--- src/design/conv_trigger_control_map.svh ---
// Register offsets, field positions, reset values and timing counts for the converter control block.
// Assumes an 8-bit internal CPU bus that presents the low 16 address bits.
`ifndef CONV_TRIGGER_CONTROL_MAP_SVH
`define CONV_TRIGGER_CONTROL_MAP_SVH

// ==========================================================================
// Register addresses
`define CONV_TRIGGER_CONTROL_RES_A_HI     16'hFFE0
`define CONV_TRIGGER_CONTROL_RES_A_LO     16'hFFE1
`define CONV_TRIGGER_CONTROL_RES_B_HI     16'hFFE2
`define CONV_TRIGGER_CONTROL_RES_B_LO     16'hFFE3
`define CONV_TRIGGER_CONTROL_RES_C_HI     16'hFFE4
`define CONV_TRIGGER_CONTROL_RES_C_LO     16'hFFE5
`define CONV_TRIGGER_CONTROL_RES_D_HI     16'hFFE6
`define CONV_TRIGGER_CONTROL_RES_D_LO     16'hFFE7
`define CONV_TRIGGER_CONTROL_CTRL_STAT    16'hFFE8
`define CONV_TRIGGER_CONTROL_TRIG_CTRL    16'hFFE9

// ==========================================================================
// Field positions
`define CONV_TRIGGER_CONTROL_CS_DONE      7
`define CONV_TRIGGER_CONTROL_CS_IRQ_EN    6
`define CONV_TRIGGER_CONTROL_CS_START     5
`define CONV_TRIGGER_CONTROL_CS_SCAN      4
`define CONV_TRIGGER_CONTROL_CS_CLK_SEL   3
`define CONV_TRIGGER_CONTROL_TC_TRG_EN    7

// ==========================================================================
// Reset values
`define CONV_TRIGGER_CONTROL_CS_RESET     8'h00
`define CONV_TRIGGER_CONTROL_TC_RESET     8'h7E
`define CONV_TRIGGER_CONTROL_TC_ONES      8'h7E

// ==========================================================================
// Timing: conversion length in states for slow and fast clock select
`define CONV_TRIGGER_CONTROL_CONV_SLOW    9'h10A
`define CONV_TRIGGER_CONTROL_CONV_FAST    9'h086

`endif

--- src/design/conv_trigger_control_pkg.sv ---
// Types shared by the converter control block.
// Assumes the constants header is included where offsets are needed.
package conv_trigger_control_pkg;

    // ======================================================================
    // CPU bus request
    typedef struct packed {
        logic        rd;
        logic        wr;
        logic [15:0] addr;
        logic [7:0]  wdata;
    } conv_trigger_control_bus_req_t;

    // Request to the analog core and its answer
    typedef struct packed {
        logic       sample;
        logic [2:0] channel;
    } conv_trigger_control_core_req_t;

    typedef struct packed {
        logic       valid;
        logic [9:0] data;
    } conv_trigger_control_core_rsp_t;

    // Sequencer states
    typedef enum logic [2:0] {
        CONV_TRIGGER_CONTROL_IDLE = 3'b001,
        CONV_TRIGGER_CONTROL_CONV = 3'b010,
        CONV_TRIGGER_CONTROL_NEXT = 3'b100
    } conv_trigger_control_state_t;

endpackage

--- src/design/conv_trigger_control_top.sv ---
// Control and result storage around an eight-input ten-bit converter core.
// Assumes the core returns a result on core_rsp_i while a sample is requested.
`timescale 1ns/1ns
`include "conv_trigger_control_map.svh"
module conv_trigger_control_top (
    // Clock and reset
    input  wire logic                    mclk_i,
    input  wire logic                    nrst_i,
    input  wire logic                    standby_i,
    input  wire logic                    module_stop_i,
    // CPU bus
    input  wire conv_trigger_control_pkg::conv_trigger_control_bus_req_t bus_i,
    output logic [7:0]                   rdata_o,
    // External trigger
    input  wire logic                    ext_conv_trigger_i,
    // Analog core
    input  wire conv_trigger_control_pkg::conv_trigger_control_core_rsp_t core_rsp_i,
    output conv_trigger_control_pkg::conv_trigger_control_core_req_t     core_req_o,
    output logic                         core_power_o,
    // Interrupt
    output logic                         conv_end_irq_o
);
    import conv_trigger_control_pkg::*;

    // ======================================================================
    // State
    logic [9:0]  result_q [4];
    logic [7:0]  temp_q;
    logic        done_q;
    logic        irq_en_q;
    logic        start_q;
    logic        scan_q;
    logic        clk_sel_q;
    logic [2:0]  chan_sel_q;
    logic        trg_en_q;
    logic        tc_bit0_q;
    logic        done_seen_q;
    logic        trg_s1_q;
    logic        trg_s2_q;
    logic        trg_s3_q;
    logic [8:0]  cnt_q;
    logic [1:0]  scan_idx_q;
    conv_trigger_control_state_t state_q;
    logic        clear;
    logic        trg_fall;
    logic        conv_end;
    logic        single_end;
    logic [2:0]  cur_chan;
    logic [8:0]  conv_len;
    logic        done_set;
    logic        ctrl_wr;
    logic        ctrl_rd;
    logic        trig_wr;

    // Byte image of a result register half
    function automatic logic [7:0] res_byte(input logic [9:0] r, input logic hi);
        res_byte = hi ? r[9:2] : {r[1:0], 6'h00};
    endfunction

    function automatic logic is_addr(input logic [15:0] a, input logic [15:0] ref_a);
        is_addr = (a == ref_a);
    endfunction

    // True for the eight result-register byte addresses
    function automatic logic is_res(input logic [15:0] a);
        is_res = (a[15:3] == `CONV_TRIGGER_CONTROL_RES_A_HI >> 3);
    endfunction

    // Standby and module stop both clear the block
    assign clear      = standby_i | module_stop_i;
    assign trg_fall   = trg_s3_q & ~trg_s2_q;
    assign conv_len   = clk_sel_q ? `CONV_TRIGGER_CONTROL_CONV_FAST : `CONV_TRIGGER_CONTROL_CONV_SLOW;
    assign cur_chan   = {chan_sel_q[2], scan_q ? scan_idx_q : chan_sel_q[1:0]};
    assign conv_end   = (state_q == CONV_TRIGGER_CONTROL_CONV) && core_rsp_i.valid;
    assign single_end = conv_end && !scan_q;
    // Scan sets the flag only after the last selected channel
    assign done_set   = single_end || (conv_end && scan_q && (scan_idx_q == chan_sel_q[1:0]));
    assign ctrl_wr    = bus_i.wr && is_addr(bus_i.addr, `CONV_TRIGGER_CONTROL_CTRL_STAT);
    assign ctrl_rd    = bus_i.rd && is_addr(bus_i.addr, `CONV_TRIGGER_CONTROL_CTRL_STAT);
    assign trig_wr    = bus_i.wr && is_addr(bus_i.addr, `CONV_TRIGGER_CONTROL_TRIG_CTRL);

    // Trigger synchroniser
    always_ff @(posedge mclk_i or negedge nrst_i) begin
        if (!nrst_i) begin
            trg_s1_q <= 1'b1;
            trg_s2_q <= 1'b1;
            trg_s3_q <= 1'b1;
        end else begin
            trg_s1_q <= ext_conv_trigger_i;
            trg_s2_q <= trg_s1_q;
            trg_s3_q <= trg_s2_q;
        end
    end

    // Interrupt enable bit of the control/status register
    always_ff @(posedge mclk_i or negedge nrst_i) begin
        if (!nrst_i) begin
            irq_en_q <= 1'b0;
        end else if (clear) begin
            irq_en_q <= 1'b0;
        end else if (ctrl_wr) begin
            irq_en_q <= bus_i.wdata[`CONV_TRIGGER_CONTROL_CS_IRQ_EN];
        end
    end

    // Scan mode bit; change it only while stopped
    always_ff @(posedge mclk_i or negedge nrst_i) begin
        if (!nrst_i) begin
            scan_q <= 1'b0;
        end else if (clear) begin
            scan_q <= 1'b0;
        end else if (ctrl_wr) begin
            scan_q <= bus_i.wdata[`CONV_TRIGGER_CONTROL_CS_SCAN];
        end
    end

    // Clock select bit, picks the conversion length
    always_ff @(posedge mclk_i or negedge nrst_i) begin
        if (!nrst_i) begin
            clk_sel_q <= 1'b0;
        end else if (clear) begin
            clk_sel_q <= 1'b0;
        end else if (ctrl_wr) begin
            clk_sel_q <= bus_i.wdata[`CONV_TRIGGER_CONTROL_CS_CLK_SEL];
        end
    end

    // Channel select; the top bit picks the input group
    always_ff @(posedge mclk_i or negedge nrst_i) begin
        if (!nrst_i) begin
            chan_sel_q <= 3'h0;
        end else if (clear) begin
            chan_sel_q <= 3'h0;
        end else if (ctrl_wr) begin
            chan_sel_q <= bus_i.wdata[2:0];
        end
    end

    // Start bit: software, trigger edge, auto clear at single end
    always_ff @(posedge mclk_i or negedge nrst_i) begin
        if (!nrst_i) begin
            start_q <= 1'b0;
        end else if (clear) begin
            start_q <= 1'b0;
        end else if (bus_i.wr && is_addr(bus_i.addr, `CONV_TRIGGER_CONTROL_CTRL_STAT)) begin
            start_q <= bus_i.wdata[`CONV_TRIGGER_CONTROL_CS_START];
        end else if (trg_en_q && trg_fall && !start_q) begin
            start_q <= 1'b1;
        end else if (single_end) begin
            start_q <= 1'b0;
        end
    end

    // Done flag: set wins over clear; clear needs a prior read as one
    always_ff @(posedge mclk_i or negedge nrst_i) begin
        if (!nrst_i) begin
            done_q <= 1'b0;
        end else if (clear) begin
            done_q <= 1'b0;
        end else if (done_set) begin
            done_q <= 1'b1;
        end else if (ctrl_wr && !bus_i.wdata[`CONV_TRIGGER_CONTROL_CS_DONE] && done_seen_q) begin
            done_q <= 1'b0;
        end
    end

    // Remembers that software has read the flag as one
    always_ff @(posedge mclk_i or negedge nrst_i) begin
        if (!nrst_i) begin
            done_seen_q <= 1'b0;
        end else if (clear || done_set) begin
            done_seen_q <= 1'b0;
        end else if (ctrl_wr && !bus_i.wdata[`CONV_TRIGGER_CONTROL_CS_DONE]) begin
            done_seen_q <= 1'b0;
        end else if (ctrl_rd && done_q) begin
            done_seen_q <= 1'b1;
        end
    end

    // Trigger enable bit of the trigger control register
    always_ff @(posedge mclk_i or negedge nrst_i) begin
        if (!nrst_i) begin
            trg_en_q <= 1'b0;
        end else if (clear) begin
            trg_en_q <= 1'b0;
        end else if (trig_wr) begin
            trg_en_q <= bus_i.wdata[`CONV_TRIGGER_CONTROL_TC_TRG_EN];
        end
    end

    // Reserved low bit keeps what was written
    always_ff @(posedge mclk_i or negedge nrst_i) begin
        if (!nrst_i) begin
            tc_bit0_q <= 1'b0;
        end else if (clear) begin
            tc_bit0_q <= 1'b0;
        end else if (trig_wr) begin
            tc_bit0_q <= bus_i.wdata[0];
        end
    end

    // Conversion sequencer
    always_ff @(posedge mclk_i or negedge nrst_i) begin
        if (!nrst_i) begin
            state_q    <= CONV_TRIGGER_CONTROL_IDLE;
            cnt_q      <= 9'h000;
            scan_idx_q <= 2'h0;
        end else if (clear || !start_q) begin
            state_q    <= CONV_TRIGGER_CONTROL_IDLE;
            cnt_q      <= 9'h000;
            scan_idx_q <= 2'h0;
        end else begin
            case (state_q)
                CONV_TRIGGER_CONTROL_IDLE: begin
                    state_q <= CONV_TRIGGER_CONTROL_CONV;
                    cnt_q   <= 9'h000;
                end
                CONV_TRIGGER_CONTROL_CONV: begin
                    if (cnt_q != conv_len) begin
                        cnt_q <= cnt_q + 9'h001;
                    end
                    if (conv_end) begin
                        state_q <= scan_q ? CONV_TRIGGER_CONTROL_NEXT : CONV_TRIGGER_CONTROL_IDLE;
                    end
                end
                CONV_TRIGGER_CONTROL_NEXT: begin
                    // Scan wraps after the last selected channel
                    scan_idx_q <= (scan_idx_q == chan_sel_q[1:0]) ? 2'h0
                                                                  : scan_idx_q + 2'h1;
                    cnt_q      <= 9'h000;
                    state_q    <= CONV_TRIGGER_CONTROL_CONV;
                end
                default: state_q <= CONV_TRIGGER_CONTROL_IDLE;
            endcase
        end
    end

    // Result storage by channel pair
    always_ff @(posedge mclk_i or negedge nrst_i) begin
        if (!nrst_i) begin
            for (int i = 0; i < 4; i++) result_q[i] <= 10'h000;
        end else if (clear) begin
            for (int i = 0; i < 4; i++) result_q[i] <= 10'h000;
        end else if (conv_end) begin
            result_q[cur_chan[1:0]] <= core_rsp_i.data;
        end
    end

    // Temporary byte, loaded with the low half on an upper-byte read
    always_ff @(posedge mclk_i or negedge nrst_i) begin
        if (!nrst_i) begin
            temp_q <= 8'h00;
        end else if (clear) begin
            temp_q <= 8'h00;
        end else if (bus_i.rd && is_res(bus_i.addr) && !bus_i.addr[0]) begin
            temp_q <= res_byte(result_q[bus_i.addr[2:1]], 1'b0);
        end
    end

    // Read data, registered and held until the next read; standby or module stop clears it to zero
    always_ff @(posedge mclk_i or negedge nrst_i) begin
        if (!nrst_i) begin
            rdata_o <= 8'h00;
        end else if (clear) begin
            rdata_o <= 8'h00;
        end else if (bus_i.rd) begin
            if (is_res(bus_i.addr)) begin
                if (!bus_i.addr[0]) begin
                    rdata_o <= res_byte(result_q[bus_i.addr[2:1]], 1'b1);
                end else begin
                    rdata_o <= temp_q;
                end
            end else if (is_addr(bus_i.addr, `CONV_TRIGGER_CONTROL_CTRL_STAT)) begin
                rdata_o <= {done_q, irq_en_q, start_q, scan_q, clk_sel_q, chan_sel_q};
            end else if (is_addr(bus_i.addr, `CONV_TRIGGER_CONTROL_TRIG_CTRL)) begin
                rdata_o <= {trg_en_q, 7'h00} | `CONV_TRIGGER_CONTROL_TC_ONES | {7'h00, tc_bit0_q};
            end else begin
                rdata_o <= 8'h00;
            end
        end
    end

    // Sample request and channel to the core
    always_ff @(posedge mclk_i or negedge nrst_i) begin
        if (!nrst_i) begin
            core_req_o <= '0;
        end else begin
            core_req_o.sample  <= (state_q == CONV_TRIGGER_CONTROL_CONV) && !clear && start_q;
            core_req_o.channel <= cur_chan;
        end
    end

    // Core power is the registered inverse of the module stop input
    always_ff @(posedge mclk_i or negedge nrst_i) begin
        if (!nrst_i) begin
            core_power_o <= 1'b0;
        end else begin
            core_power_o <= !module_stop_i;
        end
    end

    // Interrupt level; standby or stop drop it at the same edge as the flag
    always_ff @(posedge mclk_i or negedge nrst_i) begin
        if (!nrst_i) begin
            conv_end_irq_o <= 1'b0;
        end else begin
            conv_end_irq_o <= done_q && irq_en_q && !clear;
        end
    end

endmodule

--- config.mk ---
export PLATFORM = sky130hd
export DESIGN_NAME = conv_trigger_control_top
export DESIGN_NICKNAME = d
export VERILOG_FILES = /design/src/design/conv_trigger_control_pkg.sv /design/src/design/conv_trigger_control_top.sv
export VERILOG_INCLUDE_DIRS = /design/src /design/src/design
export SDC_FILE = /design/constraint.sdc
export NUM_CORES = 1
export LEC_CHECK = 0
export ABC_AREA = 1
export BUFFER_PORTS_ARGS = -buffer_cell sky130_fd_sc_hd__buf_2
export CORE_MARGIN = 5
export CORE_UTILIZATION = 64
export CTS_BUF_LIST = sky130_fd_sc_hd__clkbuf_8
export CTS_CLUSTER_DIAMETER = 40
export DETAILED_ROUTE_END_ITERATION = 7
export PLACE_DENSITY_LB_ADDON = 0.1
export SLEW_MARGIN = 0
export SYNTH_ARGS = -nofsm -noshare
export SYNTH_HDL_FRONTEND = slang
export SYNTH_SLANG_ARGS = --single-unit
--- constraint.sdc ---
create_clock -name mclk_i -period 3.5 [get_ports mclk_i]
set_input_delay 0.175 -clock mclk_i [delete_from_list [all_inputs] [get_ports mclk_i]]
set_output_delay 0.175 -clock mclk_i [all_outputs]
set_load 0.01 [all_outputs]
==> metrics.txt <==
run status=finished, final reports clean; Yosys reg bits=75; DRT iter0 DRCs=225; Worst Clk Skew=9.70 ps; share of layout cells above drive strength 1=20.5%; syn_nets=495; GPL Wtd Cong=0.877; post-synthesis simple-gate area fraction=27.5%; TritonCTS Buffers=9; Slew Limit Fails=0; first-pass GRT wire length=14800 um; Reg-to-Reg Start=scan_q$_DFFE_PN0P_; Max Cap Violations=0; vias in the first global route=3131; Fill cells=486; Synth Instances=453; Tot GR Track Use=25.6%; synth warn=0; CTS sink count=75; Total Die Area=7500 um^2; HP Start=bus_i[6]; Routed Antenna Nets=0; minimum clock period=2270 ps; XOR/XNOR share of the synthesized area=0.700%; die width=86.6 um; length of routed met2 wiring=4400 um; Tightest Pin Transition=928 ps; Achievable Freq=440 MHz; RSZ-0062 raised after global routing=false; Crit. Startpoint=module_stop_i; Worst Setup End Kind=register; CTS Buffer Depth=2; worst hold path type=input pin to register; CTS root buf=clkbuf_8; DRC viols=0; WS Path Type=input pin to register; largest family of logic cells by synthesized area=simple AND/OR/NAND/NOR gates; worst skew pair latency=350 ps; post-synthesis sequential area ratio=50.1%; area delta synth->final=13.6%; final setup vio count=0; synth unique cells=36; antenna violations before repair=0; GRT Residual Overflow=0; power per cell area=407 nW/um^2; Post-Route M1 WL=3810 um; top layer in use=met4; routed via count=3308; PostCTS Resize Cnt=0; DP HPWL=6010 um; DIE HEIGHT=86.6 um; Final Hold Viols=0; Leak=2.16 nW; Tcrit/Tclk final=64.9%; WHS=52.4 ps; Worst-path clk slew=80 ps; Adder-Cell Fraction of Synth Area=0%; CTS tree=built; Req. time, crit path=3740 ps; syn_area_per_cell=8.29 um^2; met3 wire length=508 um; First-pass DRT Iterations=5; CP arrival=2510 ps; io pins=56; Initial Util=64.6%; core area=5820 um^2; ANT cells=0; total wire length=8890 um; Critical Path Source Type=input pin; via/cell ratio=5.65; Port Buf Inserts=55; H-tree levels=3; # nets final=548; Site Rows=28; complex-gate fraction of the synthesized area=13.2%; critical-path maximum fanout=46; mux share of post-synthesis cell area=0%; wire per inst=15.2 um; Mapped Area=3760 um^2; TNS Setup=0 ps; largest net degree at the start of global routing=76; worst rel slew slack=38.1%; R2R Setup Slk=1680 ps; peak supply drop=0.000300 V
where the power goes:
| part | switching [mW] | internal, mW | total, mW | leakage [nW] |
|---|---|---|---|---|
| logic | 0.0810 | 0.0349 | 0.116 | 1.01 |
| clock network | 0.329 | 0.422 | 0.752 | 0.114 |
| registers | 0.000662 | 0.869 | 0.870 | 1.03 |
| total | 0.411 | 1.33 | 1.74 | 2.16 |
cell families (layout without fill, tap and decap cells):
kind of cell              count (synthesis)  after routing
buffers and inverters                    69            127
xor gates and xnor gates                  3              3
AOI/OAI and AO/OA                        87             87
DFF                                      75             75
and+or+nand+nor                         219            219
layer usage:
layer  vias to the layer above  GRT usage (%)
met3                        13           4.37
li1                       1589              -
met5                         -              0
met2                       113           41.2
met1                      1593           34.9
met4                         0           9.35
flip-flops by register name (all words and copies together), names as in the netlist, 2 cells and up:
signal	count
chan_sel_q	3
core_req_o	4
rdata_o	8
result_q	40
scan_idx_q	2
state_q	3
temp_q	2
cell usage after synthesis:
cell,count,share of area (%)
a21oi_1,21,2.8
nor3_2,1,0.27
nand4_1,2,0.33
xor2_1,1,0.23
nand3b_1,1,0.20
clkbuf_1,3,0.30
a21boi_1,1,0.20
nor2_4,3,0.90
nand3_2,4,1.1
dfrtp_1,71,47
inv_1,46,4.6
buf_2,6,0.80
o22ai_1,20,3.3
nor2_2,5,0.83
nand3_4,2,0.93
or2_1,1,0.17
inv_2,5,0.50
o21ai_0,31,4.1
nand3b_4,1,0.53
nor3_1,1,0.13
o21ai_1,8,1.1
buf_4,1,0.20
buf_6,6,1.8
a31oi_1,1,0.17
nand2_2,5,0.83
xnor2_1,2,0.47
a22oi_1,1,0.20
clkinv_2,1,0.13
nor2_1,18,1.8
nand3_1,47,6.3
o21ai_4,2,0.87
inv_6,1,0.23
nor2_8,1,0.53
o211ai_1,2,0.40
dfstp_2,4,2.8
nand2_1,127,13
layout make-up:
type	instances	area, um^2	area share [%]
flip-flops and latches	75	1880	44.1
multi-input cells	309	1550	36.4
repair buffers	58	308	7.21
inverters	53	205	4.81
clock buffers	10	138	3.22
well taps	75	93.8	2.20
clock inverters	6	88.8	2.08
cell usage in the layout (no fill, tap or decap):
| cell | n |
|---|---|
| clkinv_2 | 1 |
| a22oi_1 | 1 |
| nand3b_1 | 1 |
| dfstp_2 | 4 |
| a21boi_1 | 1 |
| clkinv_4 | 1 |
| nand3b_4 | 1 |
| nand3_4 | 2 |
| bufinv_16 | 2 |
| clkbuf_8 | 10 |
| nand2_1 | 127 |
| inv_6 | 2 |
| nand2_2 | 5 |
| o22ai_1 | 20 |
| nor2_4 | 3 |
| a31oi_1 | 1 |
| buf_2 | 54 |
| inv_2 | 5 |
| o21ai_1 | 8 |
| nand4_1 | 2 |
| or2_1 | 1 |
| dlygate4sd3_1 | 3 |
| nor3_2 | 1 |
| xor2_1 | 1 |
| inv_1 | 47 |
| o21ai_0 | 31 |
| nand3_2 | 4 |
| dfrtp_1 | 71 |
| nor2_8 | 1 |
| xnor2_1 | 2 |
| buf_4 | 1 |
| nor3_1 | 1 |
| clkinvlp_4 | 1 |
| nor2_1 | 18 |
| a21oi_1 | 21 |
| nand3_1 | 47 |
| o211ai_1 | 2 |
| nor2_2 | 5 |
| o21ai_4 | 2 |
stage by stage:
stage | instances | area [um^2] | power [mW] | setup slack, ps | util (%)
global route | 586 | 4270 | 1.80 | 1040 | 73.4
CTS | 586 | 4270 | 1.74 | 1260 | 73.4
floorplan | 453 | 3760 | 0.947 | 2260 | -
global placement | 567 | 4010 | 0.999 | 1530 | 69.0
finish | 586 | 4270 | 1.74 | 1230 | 73.4
detailed placement | 567 | 4010 | 1.00 | 1440 | 69.0
timing repair:
item | CTS | global route
hold buffers | 3 | 0
hold endpoints to repair | 44 | 0
setup endpoints to repair | 0 | 0
buffers inserted | 0 | 0
critical path, stage by stage:
cell,delay [ps]
dlygate4sd3_1,520
buf_2,100
or2_1,370
clkinv_2,620
nand2_1,460
nor2_1,100
nand2_1,80
nand2_1,50
final timing paths:
check,to,cells past startpoint
worst max-delay path,rdata_o[6]$_DFFE_PN0P_,8
max in group asynchronous,conv_end_irq_o$_DFF_PN0_,2
worst min-delay path,irq_en_q$_DFFE_PN0P_,3
worst min register to register,trg_s2_q$_DFF_PN1_,0
worst max register to register,result_q[33]$_DFFE_PN0P_,6
min in group asynchronous,result_q[26]$_DFFE_PN0P_,2
Power figures use the tool's default switching activity.
